<file path="src/design/jls_pkg.sv">
package jls_pkg;
   localparam logic [14:0] ADDR_SOFT_RESET = 15'h0000;
   localparam logic [14:0] ADDR_SYSREF_CTRL = 15'h0120;
   localparam logic [14:0] ADDR_SYSREF_STAT = 15'h0128;
   localparam logic [14:0] ADDR_APP_MODE = 15'h0200;
   localparam logic [14:0] ADDR_CHIP_DEC = 15'h0201;
   localparam logic [14:0] ADDR_DC0_CTRL = 15'h0310;
   localparam logic [14:0] ADDR_DC0_SRC = 15'h0311;
   localparam logic [14:0] ADDR_DC1_CTRL = 15'h0330;
   localparam logic [14:0] ADDR_DC1_SRC = 15'h0331;
   localparam logic [14:0] ADDR_PLL_CTRL = 15'h056e;
   localparam logic [14:0] ADDR_PLL_STAT = 15'h056f;
   localparam logic [14:0] ADDR_LINK_PWR = 15'h0571;
   localparam logic [14:0] ADDR_LMFC_OFS = 15'h0578;
   localparam logic [14:0] ADDR_LANE_CFG = 15'h058b;
   localparam logic [14:0] ADDR_OCTETS = 15'h058c;
   localparam logic [14:0] ADDR_CONV = 15'h058e;
   localparam logic [14:0] ADDR_SUBCLASS = 15'h0590;
   localparam logic [14:0] ADDR_STEP_B = 15'h1222;
   localparam logic [14:0] ADDR_STEP_A = 15'h1228;
   localparam logic [14:0] ADDR_STEP_C = 15'h1262;

   localparam logic [7:0] SOFT_RESET_CMD = 8'h81;
   localparam logic [7:0] APP_FULL_BW = 8'h00;
   localparam logic [7:0] APP_TWO_DC = 8'h02;
   localparam logic [7:0] DEC_CODE_1 = 8'h00;
   localparam logic [7:0] DEC_CODE_10 = 8'h06;
   localparam logic [3:0] DEC_RATIO_1 = 4'h1;
   localparam logic [3:0] DEC_RATIO_10 = 4'ha;
   localparam logic [7:0] RST_SUBCLASS = 8'h20;
   localparam logic [7:0] RST_LINK_PWR = 8'h14;
   localparam logic [7:0] RST_ZERO = 8'h00;

   localparam int SUBCLASS_MSB = 7;
   localparam int SUBCLASS_LSB = 5;
   localparam int OFS_MSB = 4;
   localparam int SR_TRANS_BIT = 4;
   localparam int SR_CLKEDGE_BIT = 3;
   localparam int LANE_SCR_BIT = 7;
   localparam int LANE_CNT_MSB = 4;
   localparam int PWR_DOWN_BIT = 0;
   localparam int PLL_LOCK_BIT = 7;
   localparam int STAT_SETUP_BIT = 0;
   localparam int STAT_HOLD_BIT = 1;
   localparam int DC_GAIN_BIT = 6;
   localparam int DC_SRC_BIT = 0;

   localparam int SPI_INSTR_BITS = 16;
   localparam int SPI_FRAME_BITS = 24;
   localparam int FRAMES_PER_MF = 32;

   localparam int CLK_PERIOD_NS = 20;
   localparam int PLL_LOCK_US = 100;
   localparam int PLL_LOCK_CYC = (PLL_LOCK_US * 1000) / CLK_PERIOD_NS;
endpackage

</file>
<file path="src/design/jls_link_setup.sv">
`timescale 1ns/100ps
`default_nettype none
// Summary of operation
// - mode register picks full band or two converters
// - decimation code sets output sample rate
// - serializer pll state readable after power-up
// - lane register sets scrambling and lane count
// - converter count register sets two or four
// - octet register sets one or four octets
// - downconverter gain, ratio nibble and channel select
// - subclass field resets to one, zero selects zero
// - subclass zero runs with sysref ignored
// - subclass one sysref aligns lmfc and dividers
// - lmfc boundary marks every multiframe start
// - offset field delays lmfc in frame steps
// - offset step depends on octets per frame
// - transition select picks rising or falling sysref
// - clock edge select picks sysref capture edge
// - status shows likely sysref setup or hold miss
module jls_link_setup
   import jls_pkg::*;
#(
   parameter int FRAMES_PER_MF_P = FRAMES_PER_MF,
   parameter int PLL_LOCK_CYCLES = PLL_LOCK_CYC
) (
   input wire logic ref_clk,
   input wire logic rst,
   input wire logic spi_sclk,
   input wire logic spi_cs_n,
   input wire logic spi_sdi,
   output logic spi_sdo,
   output logic spi_sdo_oe_n,
   input wire logic sysref,
   output logic lmfc_pulse,
   output logic sample_strobe,
   output logic sysref_aligned,
   output logic full_bandwidth,
   output logic two_downconverter,
   output logic link_enable,
   output logic scramble_en,
   output logic [4:0] lane_count,
   output logic [7:0] converter_count,
   output logic [7:0] octets_per_frame,
   output logic [2:0] subclass,
   output logic [7:0] pll_select,
   output logic downconverter_zero_gain_6db,
   output logic [3:0] downconverter_zero_ratio,
   output logic downconverter_zero_src_b,
   output logic downconverter_one_gain_6db,
   output logic [3:0] downconverter_one_ratio,
   output logic downconverter_one_src_b
);
   localparam int CW = $clog2(FRAMES_PER_MF_P);
   localparam logic [CW-1:0] LMFC_LAST = CW'(FRAMES_PER_MF_P - 1);

   function automatic logic [3:0] dec_ratio(input logic [7:0] code);
      logic [3:0] r;
      r = DEC_RATIO_1;
      if (code == DEC_CODE_10) begin
         r = DEC_RATIO_10;
      end
      return r;
   endfunction

   // shift is in frames; invalid low bits for small F are dropped
   function automatic logic [4:0] ofs_shift(input logic [7:0] ofs, input logic [7:0] octets);
      logic [4:0] s;
      s = ofs[OFS_MSB:0];
      if (octets == 8'h00) begin
         s = {ofs[OFS_MSB:2], 2'b00};
      end else if (octets == 8'h01) begin
         s = {ofs[OFS_MSB:1], 1'b0};
      end
      return s;
   endfunction

   // ---------------- serial control port ----------------
   logic sclk_q_ff, rd_mode_ff, sdo_ff, sdo_oe_n_ff;
   logic sclk_rise, sclk_fall, wr_pulse;
   logic [4:0] bit_cnt_ff;
   logic [22:0] shin_ff;
   logic [7:0] rd_sh_ff, wr_data, rd_data;
   logic [14:0] wr_addr, rd_addr;

   assign sclk_rise = spi_sclk & ~sclk_q_ff;
   assign sclk_fall = ~spi_sclk & sclk_q_ff;
   assign wr_pulse = ~spi_cs_n & sclk_rise & (bit_cnt_ff == 5'(SPI_FRAME_BITS - 1)) & ~shin_ff[22];
   assign wr_addr = shin_ff[21:7];
   assign wr_data = {shin_ff[6:0], spi_sdi};
   assign rd_addr = {shin_ff[13:0], spi_sdi};

   always_ff @(posedge ref_clk) begin
      if (rst) begin
         sclk_q_ff <= 1'b0;
      end else begin
         sclk_q_ff <= spi_sclk;
      end
   end

   always_ff @(posedge ref_clk) begin
      if (rst || spi_cs_n) begin
         bit_cnt_ff <= 5'h00;
         shin_ff <= 23'h000000;
      end else if (sclk_rise) begin
         shin_ff <= {shin_ff[21:0], spi_sdi};
         if (bit_cnt_ff != 5'(SPI_FRAME_BITS - 1)) begin
            bit_cnt_ff <= bit_cnt_ff + 5'h01;
         end else begin
            bit_cnt_ff <= 5'h00;
         end
      end
   end

   // one byte per frame; read data is latched once the address is in
   always_ff @(posedge ref_clk) begin
      if (rst || spi_cs_n) begin
         rd_mode_ff <= 1'b0;
         rd_sh_ff <= 8'h00;
         sdo_ff <= 1'b0;
         sdo_oe_n_ff <= 1'b1;
      end else if (sclk_rise && bit_cnt_ff == 5'(SPI_INSTR_BITS - 1)) begin
         rd_mode_ff <= shin_ff[14];
         rd_sh_ff <= rd_data;
      end else if (sclk_fall && rd_mode_ff) begin
         sdo_ff <= rd_sh_ff[7];
         rd_sh_ff <= {rd_sh_ff[6:0], 1'b0};
         sdo_oe_n_ff <= 1'b0;
      end else if (sclk_rise && bit_cnt_ff == 5'(SPI_FRAME_BITS - 1)) begin
         rd_mode_ff <= 1'b0;
      end
   end

   assign spi_sdo = sdo_ff;
   assign spi_sdo_oe_n = sdo_oe_n_ff;

   // ---------------- configuration registers ----------------
   logic [7:0] sr_ctrl_ff, app_mode_ff, chip_dec_ff, dc0_ctrl_ff, dc0_src_ff;
   logic [7:0] dc1_ctrl_ff, dc1_src_ff, pll_ctrl_ff, link_pwr_ff, lmfc_ofs_ff;
   logic [7:0] lane_cfg_ff, octets_ff, conv_ff, subclass_ff;
   logic [7:0] step_a_ff, step_b_ff, step_c_ff;
   logic [7:0] sr_stat_ff;
   logic pll_lock_ff;
   logic soft_reset;

   assign soft_reset = wr_pulse && wr_addr == ADDR_SOFT_RESET && wr_data == SOFT_RESET_CMD;

   always_ff @(posedge ref_clk) begin
      if (rst || soft_reset) begin
         sr_ctrl_ff <= RST_ZERO;
         app_mode_ff <= APP_FULL_BW;
         chip_dec_ff <= DEC_CODE_1;
         dc0_ctrl_ff <= RST_ZERO;
         dc0_src_ff <= RST_ZERO;
         dc1_ctrl_ff <= RST_ZERO;
         dc1_src_ff <= RST_ZERO;
         pll_ctrl_ff <= RST_ZERO;
         link_pwr_ff <= RST_LINK_PWR;
         lmfc_ofs_ff <= RST_ZERO;
         lane_cfg_ff <= RST_ZERO;
         octets_ff <= RST_ZERO;
         conv_ff <= RST_ZERO;
         subclass_ff <= RST_SUBCLASS;
         step_a_ff <= RST_ZERO;
         step_b_ff <= RST_ZERO;
         step_c_ff <= RST_ZERO;
      end else if (wr_pulse) begin
         unique case (wr_addr)
            ADDR_SYSREF_CTRL: sr_ctrl_ff <= wr_data;
            ADDR_APP_MODE: app_mode_ff <= wr_data;
            ADDR_CHIP_DEC: chip_dec_ff <= wr_data;
            ADDR_DC0_CTRL: dc0_ctrl_ff <= wr_data;
            ADDR_DC0_SRC: dc0_src_ff <= wr_data;
            ADDR_DC1_CTRL: dc1_ctrl_ff <= wr_data;
            ADDR_DC1_SRC: dc1_src_ff <= wr_data;
            ADDR_PLL_CTRL: pll_ctrl_ff <= wr_data;
            ADDR_LINK_PWR: link_pwr_ff <= wr_data;
            ADDR_LMFC_OFS: lmfc_ofs_ff <= {3'b000, wr_data[OFS_MSB:0]};
            ADDR_LANE_CFG: lane_cfg_ff <= wr_data;
            ADDR_OCTETS: octets_ff <= wr_data;
            ADDR_CONV: conv_ff <= wr_data;
            ADDR_SUBCLASS: subclass_ff <= {wr_data[SUBCLASS_MSB:SUBCLASS_LSB], 5'h00};
            ADDR_STEP_A: step_a_ff <= wr_data;
            ADDR_STEP_B: step_b_ff <= wr_data;
            ADDR_STEP_C: step_c_ff <= wr_data;
            default: ;
         endcase
      end
   end

   // unmapped addresses and the self-clearing reset byte read as zero
   always_comb begin
      rd_data = 8'h00;
      unique case (rd_addr)
         ADDR_SYSREF_CTRL: rd_data = sr_ctrl_ff;
         ADDR_SYSREF_STAT: rd_data = sr_stat_ff;
         ADDR_APP_MODE: rd_data = app_mode_ff;
         ADDR_CHIP_DEC: rd_data = chip_dec_ff;
         ADDR_DC0_CTRL: rd_data = dc0_ctrl_ff;
         ADDR_DC0_SRC: rd_data = dc0_src_ff;
         ADDR_DC1_CTRL: rd_data = dc1_ctrl_ff;
         ADDR_DC1_SRC: rd_data = dc1_src_ff;
         ADDR_PLL_CTRL: rd_data = pll_ctrl_ff;
         ADDR_PLL_STAT: rd_data = {pll_lock_ff, 7'h00};
         ADDR_LINK_PWR: rd_data = link_pwr_ff;
         ADDR_LMFC_OFS: rd_data = lmfc_ofs_ff;
         ADDR_LANE_CFG: rd_data = lane_cfg_ff;
         ADDR_OCTETS: rd_data = octets_ff;
         ADDR_CONV: rd_data = conv_ff;
         ADDR_SUBCLASS: rd_data = subclass_ff;
         ADDR_STEP_A: rd_data = step_a_ff;
         ADDR_STEP_B: rd_data = step_b_ff;
         ADDR_STEP_C: rd_data = step_c_ff;
         default: rd_data = 8'h00;
      endcase
   end

   assign full_bandwidth = (app_mode_ff == APP_FULL_BW);
   assign two_downconverter = (app_mode_ff == APP_TWO_DC);
   assign link_enable = ~link_pwr_ff[PWR_DOWN_BIT];
   assign scramble_en = lane_cfg_ff[LANE_SCR_BIT];
   assign lane_count = lane_cfg_ff[LANE_CNT_MSB:0] + 5'h01;
   assign converter_count = conv_ff + 8'h01;
   assign octets_per_frame = octets_ff + 8'h01;
   assign subclass = subclass_ff[SUBCLASS_MSB:SUBCLASS_LSB];
   assign pll_select = pll_ctrl_ff;
   assign downconverter_zero_gain_6db = dc0_ctrl_ff[DC_GAIN_BIT];
   assign downconverter_zero_ratio = dc0_src_ff[7:4];
   assign downconverter_zero_src_b = dc0_src_ff[DC_SRC_BIT];
   assign downconverter_one_gain_6db = dc1_ctrl_ff[DC_GAIN_BIT];
   assign downconverter_one_ratio = dc1_src_ff[7:4];
   assign downconverter_one_src_b = dc1_src_ff[DC_SRC_BIT];

   // ---------------- serializer pll lock ----------------
   logic [31:0] pll_cnt_ff;

   always_ff @(posedge ref_clk) begin
      if (rst || !link_enable) begin
         pll_cnt_ff <= 32'h00000000;
         pll_lock_ff <= 1'b0;
      end else if (pll_cnt_ff == 32'(PLL_LOCK_CYCLES - 1)) begin
         pll_lock_ff <= 1'b1;
      end else begin
         pll_cnt_ff <= pll_cnt_ff + 32'h00000001;
      end
   end

   // ---------------- sysref capture ----------------
   logic sr_neg_ff, sr_pos_ff, sr_prev_ff;
   logic sr_sel, sr_event, sc1_active;

   always_ff @(negedge ref_clk) begin
      if (rst) begin
         sr_neg_ff <= 1'b0;
      end else begin
         sr_neg_ff <= sysref;
      end
   end

   always_ff @(posedge ref_clk) begin
      if (rst) begin
         sr_pos_ff <= 1'b0;
         sr_prev_ff <= 1'b0;
      end else begin
         sr_pos_ff <= sysref;
         sr_prev_ff <= sr_sel;
      end
   end

   assign sr_sel = sr_ctrl_ff[SR_CLKEDGE_BIT] ? sr_neg_ff : sr_pos_ff;
   assign sr_event = sr_ctrl_ff[SR_TRANS_BIT] ? (sr_prev_ff & ~sr_sel) : (~sr_prev_ff & sr_sel);
   // subclass zero ignores the pin so a floating sysref is harmless
   assign sc1_active = (subclass != 3'h0) && link_enable;

   // a change within half a period of the rising ref_clk edge is flagged, whichever capture edge is selected
   always_ff @(posedge ref_clk) begin
      if (rst || soft_reset) begin
         sr_stat_ff <= 8'h00;
      end else begin
         if (sysref != sr_neg_ff) begin
            sr_stat_ff[STAT_SETUP_BIT] <= 1'b1;
         end
         if (sr_neg_ff != sr_pos_ff) begin
            sr_stat_ff[STAT_HOLD_BIT] <= 1'b1;
         end
      end
   end

   // ---------------- lmfc and sample divider ----------------
   logic [CW-1:0] lmfc_cnt_ff, nxt_lmfc_cnt;
   logic [4:0] shift_ff;
   logic [3:0] div_cnt_ff, cur_ratio;
   logic lmfc_pulse_ff, sample_strobe_ff, aligned_ff;

   assign cur_ratio = dec_ratio(chip_dec_ff);

   always_comb begin
      nxt_lmfc_cnt = lmfc_cnt_ff + CW'(1);
      if (sr_event && sc1_active) begin
         nxt_lmfc_cnt = '0;
      end else if (lmfc_cnt_ff == LMFC_LAST) begin
         nxt_lmfc_cnt = '0;
      end
   end

   always_ff @(posedge ref_clk) begin
      if (rst) begin
         lmfc_cnt_ff <= '0;
         shift_ff <= 5'h00;
         lmfc_pulse_ff <= 1'b0;
      end else begin
         lmfc_cnt_ff <= nxt_lmfc_cnt;
         shift_ff <= ofs_shift(lmfc_ofs_ff, octets_ff);
         // registered shift costs one cycle of latency after an offset write
         lmfc_pulse_ff <= (nxt_lmfc_cnt == CW'(shift_ff));
      end
   end

   always_ff @(posedge ref_clk) begin
      if (rst) begin
         div_cnt_ff <= 4'h0;
         sample_strobe_ff <= 1'b0;
      end else if ((sr_event && sc1_active) || div_cnt_ff >= cur_ratio - 4'h1) begin
         div_cnt_ff <= 4'h0;
         sample_strobe_ff <= 1'b1;
      end else begin
         div_cnt_ff <= div_cnt_ff + 4'h1;
         sample_strobe_ff <= 1'b0;
      end
   end

   always_ff @(posedge ref_clk) begin
      if (rst) begin
         aligned_ff <= 1'b0;
      end else begin
         aligned_ff <= sr_event && sc1_active;
      end
   end

   assign lmfc_pulse = lmfc_pulse_ff;
   assign sample_strobe = sample_strobe_ff;
   assign sysref_aligned = aligned_ff;

   // ---------------- checks ----------------
   property p_sc1_align;
      @(posedge ref_clk) disable iff (rst)
      (sr_event && sc1_active) |=> (lmfc_cnt_ff == '0) && aligned_ff && div_cnt_ff == 4'h0;
   endproperty
   a_sc1_align: assert property (p_sc1_align) else $error("lmfc not aligned by sysref");
   property p_sc0_free;
      @(posedge ref_clk) disable iff (rst)
      (subclass == 3'h0 && lmfc_cnt_ff != LMFC_LAST) |=> lmfc_cnt_ff == $past(lmfc_cnt_ff) + CW'(1);
   endproperty
   a_sc0_free: assert property (p_sc0_free) else $error("subclass 0 lmfc disturbed");
   property p_boundary;
      @(posedge ref_clk) disable iff (rst)
      lmfc_pulse_ff |-> lmfc_cnt_ff == CW'($past(shift_ff));
   endproperty
   a_boundary: assert property (p_boundary) else $error("lmfc pulse off boundary");
   property p_shift_f1;
      @(posedge ref_clk) disable iff (rst)
      (octets_ff == 8'h00) |=> shift_ff[1:0] == 2'b00;
   endproperty
   a_shift_f1: assert property (p_shift_f1) else $error("f=1 offset not multiple of four");
   property p_pll_down;
      @(posedge ref_clk) disable iff (rst)
      !link_enable |=> !pll_lock_ff;
   endproperty
   a_pll_down: assert property (p_pll_down) else $error("pll lock while link down");
   property p_dec10;
      @(posedge ref_clk) disable iff (rst)
      (cur_ratio == DEC_RATIO_10) |-> div_cnt_ff <= 4'h9;
   endproperty
   a_dec10: assert property (p_dec10) else $error("divider beyond ratio ten");
   property p_soft_reset;
      @(posedge ref_clk) disable iff (rst)
      soft_reset |=> subclass == 3'h1 && app_mode_ff == APP_FULL_BW && sr_stat_ff == 8'h00;
   endproperty
   a_soft_reset: assert property (p_soft_reset) else $error("soft reset defaults wrong");
   // sdo stays enabled after the last read bit until deselect
   property p_sdo_cs;
      @(posedge ref_clk) disable iff (rst)
      !spi_sdo_oe_n |-> !$past(spi_cs_n) && (rd_mode_ff || bit_cnt_ff == 5'h00);
   endproperty
   a_sdo_cs: assert property (p_sdo_cs) else $error("sdo driven outside read");
   property p_app_mode;
      @(posedge ref_clk) disable iff (rst)
      (wr_pulse && wr_addr == ADDR_APP_MODE && wr_data == APP_TWO_DC) |=> two_downconverter;
   endproperty
   a_app_mode: assert property (p_app_mode) else $error("two converter mode not taken");
endmodule
`default_nettype wire

</file>
<file path="config.mk">
export PLATFORM = sky130hd
export DESIGN_NAME = jls_link_setup
export DESIGN_NICKNAME = d
export VERILOG_FILES = /design/src/design/jls_pkg.sv /design/src/design/jls_link_setup.sv
export SDC_FILE = /design/constraint.sdc
export NUM_CORES = 1
export LEC_CHECK = 0
export BUFFER_PORTS_ARGS = -buffer_cell sky130_fd_sc_hd__buf_2
export CAP_MARGIN = 20
export CORE_MARGIN = 4
export CORE_UTILIZATION = 60
export DETAILED_ROUTE_END_ITERATION = 16
export PLACE_DENSITY = 0.9
export SLEW_MARGIN = 20
export SYNTH_ARGS = -nofsm -noshare
export SYNTH_HDL_FRONTEND = slang
export SYNTH_SLANG_ARGS = --single-unit
</file>
<file path="constraint.sdc">
create_clock -name ref_clk -period 3.4 [get_ports ref_clk]
set_input_delay 0 -clock ref_clk [delete_from_list [all_inputs] [get_ports ref_clk]]
set_output_delay 0 -clock ref_clk [all_outputs]
set_load 0.02 [all_outputs]
</file>
Yosys cells after proc, flatten, opt, wreduce, memory -nomap -nowiden --
Index checks and enable logic that the tools add are counted.
Storage, ports and cells: register bits after elaboration 223, bits of input ports 6, output and inout bits 53, word-level logic and storage cells 165
Cells by class: $lt $le $gt $ge 1, bitwise gates (word level) 15, add/sub/neg operators 8, multiplexer cells 14, equal/unequal tests 49, reduce and logical (&&, ||, !) cells 39
Operators by type and width (number):
- == test 15 x 11 -> 1 bit, second input constant | 15
- == test 15 x 10 -> 1 bit, second input constant | 12
- one-hot mux 8 bit (19 select lines) | 1
- == test 15 x 13 -> 1 bit, second input constant | 6
- == test 15 x 9 -> 1 bit, second input constant | 3
- AND reduction 2 bit | 19
- adder 32 x 1 -> 32 bit, second input constant | 1
- == test 32 x 13 -> 1 bit, second input constant | 1
- adder 8 x 1 -> 8 bit, second input constant | 2
- zero test 8 bit | 2
- two-way mux 8 bit | 2
- adder 5 x 1 -> 5 bit, second input constant | 3
- zero test 15 bit | 1
- two-way mux 5 bit | 3
- == test 5 bit, second input constant | 2
- == test 8 x 1 -> 1 bit, second input constant | 1
- == test 8 x 2 -> 1 bit, second input constant | 1
- == test 8 x 3 -> 1 bit, second input constant | 1
- == test 8 bit, second input constant | 1
- inverter 1 bit | 8
- AND 1 bit | 7
- logical AND 1 bit | 7
- two-way mux 1 bit | 7
- == test 5 x 4 -> 1 bit, second input constant | 1
- other kinds (13) | 19

Logic depth before layout (Yosys ltp) --
Gate-level depths: netlist (run 1).
word-level depth 8, mapped depth 9, depth with buffers taken out 9

==> results of run 1 <==
[area by class of cell]
class,count,area [um^2]
well taps,225,282
clock inverters,8,118
repair buffers,97,636
inverters,15,56.3
flip-flops and latches,223,4470
clock buffers,33,673
fillers,1221,5310
multi-input cells,838,5760
[Yosys cell counts, drive strengths merged, types with 5 or more instances]
library cell  count  area share [%]
nand3            38             2.0
a211oi            9            0.68
nor4             33             4.4
mux2             14             1.5
buf              37             2.2
or3               7            0.41
mux2i           121              11
nor2b            11            0.65
a22oi            24             1.7
nand2           113             4.0
ha               13             1.5
clkbuf           42             1.5
nand4b            9            0.74
a21oi            47             2.2
and4              6            0.52
nor4b             5            0.47
nor3             18            0.85
a222oi           12             1.1
a221oi            5            0.41
or4b              9            0.85
nand4            17             1.1
nor3b             5            0.40
xor2             26             2.1
nor2            186             6.7
inv              16            0.57
dfxtp           223              42
xnor2            27             2.2
and3             16            0.94
o21ai            18            0.88
[timing repair]
item	in CTS	in global routing
hold endpoints to repair	16	0
pin swaps	3	0
endpoints found under the setup margin	1	1
hold buffers	6	0
setup buffers	1	1
gates resized for setup	6	5
[final timing paths]
path | start | to | slack, ns | cells past startpoint
setup reg to reg | sr_neg_ff | lmfc_pulse | 0.09 | 6
setup / recovery | sr_neg_ff | lmfc_pulse | 0.09 | 6
hold reg to reg | spi_sdo_oe_n | spi_sdo_oe_n | 0.46 | 1
hold / removal | spi_cs_n | subclass_ff[7] | 0.10 | 6
[power groups by stage]
stage	clock [mW]	sequential, mW	combinational (mW)
finish	2.64	2.64	0.158
global placement	0.00368	2.70	0.137
floorplan	0.00368	2.70	0.102
CTS	2.64	2.64	0.150
global route	2.76	2.64	0.170
detailed placement	0.00368	2.70	0.140
[stage by stage]
step / hold slack, ns / power, mW
5_1_grt: 0.153 / 5.57
3_3_place_gp: 0.284 / 2.84
2_1_floorplan: 0.128 / 2.80
6_report: 0.102 / 5.44
3_5_place_dp: 0.311 / 2.84
4_1_cts: 0.0874 / 5.43
[critical path, stage by stage (launching register included)]
cell       delay, ns
dfxtp_2         0.33
mux2i_4         0.18
mux2i_4         0.33
a2111oi_2       0.11
a21oi_1         0.17
nor3b_2         0.07
o221a_2         0.26
[per-layer routing]
metal / GRT usage [%] / vias up / wire, um
met5: 0 / - / 0
met4: 10.3 / 0 / 1090
met3: 5.66 / 112 / 2940
met2: 47.8 / 565 / 13800
met1: 39.5 / 4439 / 11700
li1: - / 4190 / -
[cells by family (layout without fill, tap and decap cells)]
group                      Yosys count  count (layout)
buffers and inverters               95             153
muxes                              135             135
xor gates and xnor gates            53              53
adders and majority gates           13              13
AOI/OAI and AO/OA                  135             135
DFF                                223             223
and+or+nand+nor                    502             502
==> flow_summary.yaml, run 1 <==
synth:
  yosys.area_share.xor_xnor_pct: 4.37
  synth_flop_cell: "dfxtp_1"
  netlist_area_um2: 10600
  syn_inst: 1156
  ys_async_sr_fraction_pct: 0
  synth-simple-area-share_pct: 26.2
  synth-edff-count: 0
  synth_seq_area_share_pct: 42.1
  syn_nets: 1175
  yosys.cell_types.count: 68
  synthMuxAreaShare_pct: 12.9
  synth_top_family_by_area: "simple AND/OR/NAND/NOR gates"
  ys_ff_latch: 223
  synth_compound_area_share_pct: 8.67
  synth_fa_ha_area_share_pct: 1.53
  yosysWarnings: 0
  avgSynthCellArea_um2: 9.18
layout:
  largest_reg_flops: 32
  final_cell_mix: "dfxtp_1 (222), nor2_1 (182), mux2i_1 (119)"
  fin_util_pct: 69.3
  biggestRegsByFlops: "pll_cnt_ff x32, shin_ff x23"
  fin_nets: 1218
  final_common_cell: "dfxtp_1"
  final_cells: 1439
  diodes: 0
  layout-drive-gt1-share_pct: 15.9
  area_delta_synth_final_pct: 13.0
  max_flop_register: "pll_cnt_ff"
  postLayoutCellArea_um2: 12000
setup_path:
  end_kind: "register"
  crit_fanout: 4
  crit_arrival_ns: 3.72
  startpoint_type: "register"
  setup.worst_path.class: "reg2reg"
  cp.required_ns: 3.80
power:
  clkPwrFrac_pct: 48.5
  seqPwrFrac_pct: 48.6
  p_int_mw: 4.28
  power.leakage_nw: 4.82
  p_switching_mw: 1.15
  ir_drop_v: 0.000427
  combPwrFrac_pct: 2.9
  powerDensity_nw_per_um2: 453
  swShare_pct: 21.2
detailed_routing:
  avgViaCountPerCell: 6.47
  drc: 0
  drtIter0Drc: 1424
  drt_pass1_iterations: 6
  drtAntennaViolNets: 0
  wl_per_cell_um: 20.6
  num_vias: 9306
  wl_um: 29600
grt:
  grt_pass1_wl_um: 48200
  grt_max_degree: 51
  antenna_found_initial: 0
  grt_pass1_vias: 8990
  grt_usage_pct: 29.5
  grt_overflow_total: 0
timing:
  final_hold_viol_count: 0
  setup_violations: 0
  fin_tns_setup_ns: 0
  tightest_slew_ns: 0.834
  relSlewSlack_pct: 43.6
  rsz0062_at_grt: "false"
  report.final.slew_viol_count: 0
  fin_skew_ns: 0.0668
  timing.final.ws_setup_ns: 0.0858
min_path:
  hp-class: "in2reg"
floorplanning:
  core_area_um2: 17300
  start_util_pct: 61.3
  dieHeight_um: 141
  io_pins: 59
  die-area_um2: 19900
  die_x_um: 141
  fp-row-count: 48
clock_network:
  cts_root_buf: "clkbuf_16"
  h-tree-depth: 1
  clk_pin_slew_ns: 0.06
  numCtsBuffers: 23
  clock-sinks: 223
  clk_latency_ns: 0.57
  clk_path_buf_depth: 3
  cts_tree: "built"
placement:
  post-dp-hpwl_um: 20000
  dp.cells: 1391
  pre_cts_ws_ns: -0.0258
  place.gp.congestion: 1.00
  place_area_um2: 11100
  portBuffers: 58
flow_run:
  drv_cap: 0
outcome:
  status: "completed"
Power figures use the tool's default switching activity.
==> run 2: changes to the inputs <==
--- a/config.mk
+++ b/config.mk
@@ -11,6 +11,7 @@
 export CORE_UTILIZATION = 60
 export DETAILED_ROUTE_END_ITERATION = 16
 export PLACE_DENSITY = 0.9
+export RECOVER_POWER = 25
 export SLEW_MARGIN = 20
 export SYNTH_ARGS = -nofsm -noshare
 export SYNTH_HDL_FRONTEND = slang
==> run 2 against run 1 <==
  * The flow now finishes with violations (capacitance limit, slew limit)
  * Critical path depth unchanged
  * Setup slack worse by 0.00067 ns
  * Combinational power about the same
  * Register-to-register slack about the same
  * Global-route usage unchanged
  * Clock power about the same
  * Non-clock buffer count unchanged
  * Hold slack worse by 0.0060 ns
  * Utilization down 0.26 points
  * Final cell count unchanged
  * Via count down 0.37%
  * Critical path type unchanged
  * Largest cell class unchanged
==> flow_summary.yaml, run 2 (synthesized netlist as in run 1, its figures left out) <==
floorplanning:
  dieHeight_um: 141
  io_pins: 59
  start_util_pct: 61.3
  die-area_um2: 19900
  core_area_um2: 17300
  die_x_um: 141
  fp-row-count: 48
timing:
  rsz0062_at_grt: "false"
  fin_tns_setup_ns: 0
  timing.hold.ws_ns: 0.0956
  relSlewSlack_pct: -42.8
  report.final.slew_viol_count: 71
  final_hold_viol_count: 0
  fin_skew_ns: 0.0674
  tightest_slew_ns: 2.14
  setup_violations: 0
setup_path:
  crit_path_max_incr_delay_ns: 0.33
  worstSetupStartpoint: "sr_neg_ff"
  critPathBufInv: 0
  cp_cell_sequence: "mux2i_4 -> mux2i_4 -> a2111oi_2 -> a21oi_1 -> nor3b_2 -> o221a_2"
  crit_family: "compound AO/OA/AOI/OAI gates"
  setup.worst_path.class: "reg2reg"
  cp.required_ns: 3.81
  r2r_start: "sr_neg_ff"
  crit_arrival_ns: 3.72
  startpoint_type: "register"
  crit_fanout: 4
  slowest_stage: "dfxtp_2"
  end_kind: "register"
  cp_common_cell: "mux2i_4"
grt:
  grt_overflow_total: 0
  grt_max_degree: 51
  antenna_found_initial: 0
  grt_pass1_wl_um: 48200
  grt_pass1_vias: 8990
  grt_usage_pct: 29.5
layout:
  final_common_cell: "dfxtp_1"
  layout-drive-gt1-share_pct: 12.8
  area_delta_synth_final_pct: 12.6
  biggestRegsByFlops: "pll_cnt_ff x32, shin_ff x23"
  max_flop_register: "pll_cnt_ff"
  fin_util_pct: 69.1
  fin_nets: 1218
  largest_reg_flops: 32
  final.fill_count: 1239
  diodes: 0
  final_cell_mix: "dfxtp_1 (222), nor2_1 (182), mux2i_1 (119)"
clock_network:
  clk_pin_slew_ns: 0.06
  numCtsBuffers: 23
  h-tree-depth: 1
  clock-sinks: 223
  cts_tree: "built"
  clk_latency_ns: 0.57
  cts_root_buf: "clkbuf_16"
  clk_path_buf_depth: 3
power:
  powerDensity_nw_per_um2: 455
  finalPower_mw: 5.43
  ir_drop_v: 0.000426
  power.leakage_nw: 4.68
placement:
  portBuffers: 58
  post-dp-hpwl_um: 20000
  place.gp.congestion: 1.00
detailed_routing:
  drt_pass1_iterations: 8
  drtIter0Drc: 1484
  wl_per_cell_um: 20.6
  wl_um: 29700
  drc: 0
  num_vias: 9272
  drtAntennaViolNets: 0
  avgViaCountPerCell: 6.44
min_path:
  hp-class: "in2reg"
  hold_start: "spi_cs_n"
outcome:
  status: "complete, but fails checks"
  violations: "capacitance limit, slew limit"
flow_run:
  drv_cap: 2
-- run 2: cell types whose count changed in the layout (fill, tap and decap cells not counted) --
cell and change:
or2_0 +2, clkbuf_1 +36, buf_2 -36, or2_2 -2
-- run 2: where the power goes --
group / leakage, nW / switching (mW) / internal [mW]
sequential: 1.80 / 0.0137 / 2.63
combinational: 2.49 / 0.104 / 0.0529
clock: 0.395 / 1.04 / 1.60
total: 4.68 / 1.16 / 4.28
-- run 2: final timing paths --
path / depth (start not counted) / to / slack, ns
worst max-delay path: 6 / lmfc_pulse / 0.09
worst min-delay path: 6 / subclass_ff[7] / 0.1
worst max register to register: 6 / lmfc_pulse / 0.09
worst min register to register: 2 / shin_ff[22] / 0.46
-- run 2: final cells by class --
type                    count  area, um^2  share of cell area (%)
clock inverters             8         118                   0.984
flip-flops and latches    223        4470                    37.4
repair buffers             97         591                    4.94
inverters                  15        56.3                   0.471
multi-input cells         838        5760                    48.2
well taps                 225         282                    2.36
clock buffers              33         673                    5.63
-- run 2: repair_timing --
item / CTS / global route
endpoints found under the hold margin: 16 / 0
setup endpoints to repair: 1 / 1
gates resized for setup: 6 / 5
pin swaps: 3 / 0
cloned: 0 / 0
hold buffers: 6 / 0
buffers inserted: 1 / 1
-- run 2: worst register-to-register path: stages (launching register included) --
cell       delay (ns)
dfxtp_2          0.33
mux2i_4          0.18
mux2i_4          0.33
a2111oi_2        0.11
a21oi_1          0.17
nor3b_2          0.07
o221a_2          0.26
-- run 2: per-stage QoR --
stage               area (um^2)  cells  worst slack (ns)
floorplan                 10600   1156             0.165
global placement          11100   1391            0.0555
detailed placement        11100   1391           -0.0258
CTS                       12000   1438           0.00488
global route              11900   1439           0.00664
finish                    11900   1439            0.0852
-- run 2: layer usage --
| metal | share of wire [%] | vias to the layer above | GRT usage [%] |
|---|---|---|---|
| met5 | 0 | - | 0 |
| li1 | - | 4185 | - |
| met4 | 3.5 | 0 | 10.3 |
| met2 | 47 | 573 | 47.8 |
| met1 | 40 | 4411 | 39.5 |
| met3 | 10 | 103 | 5.66 |
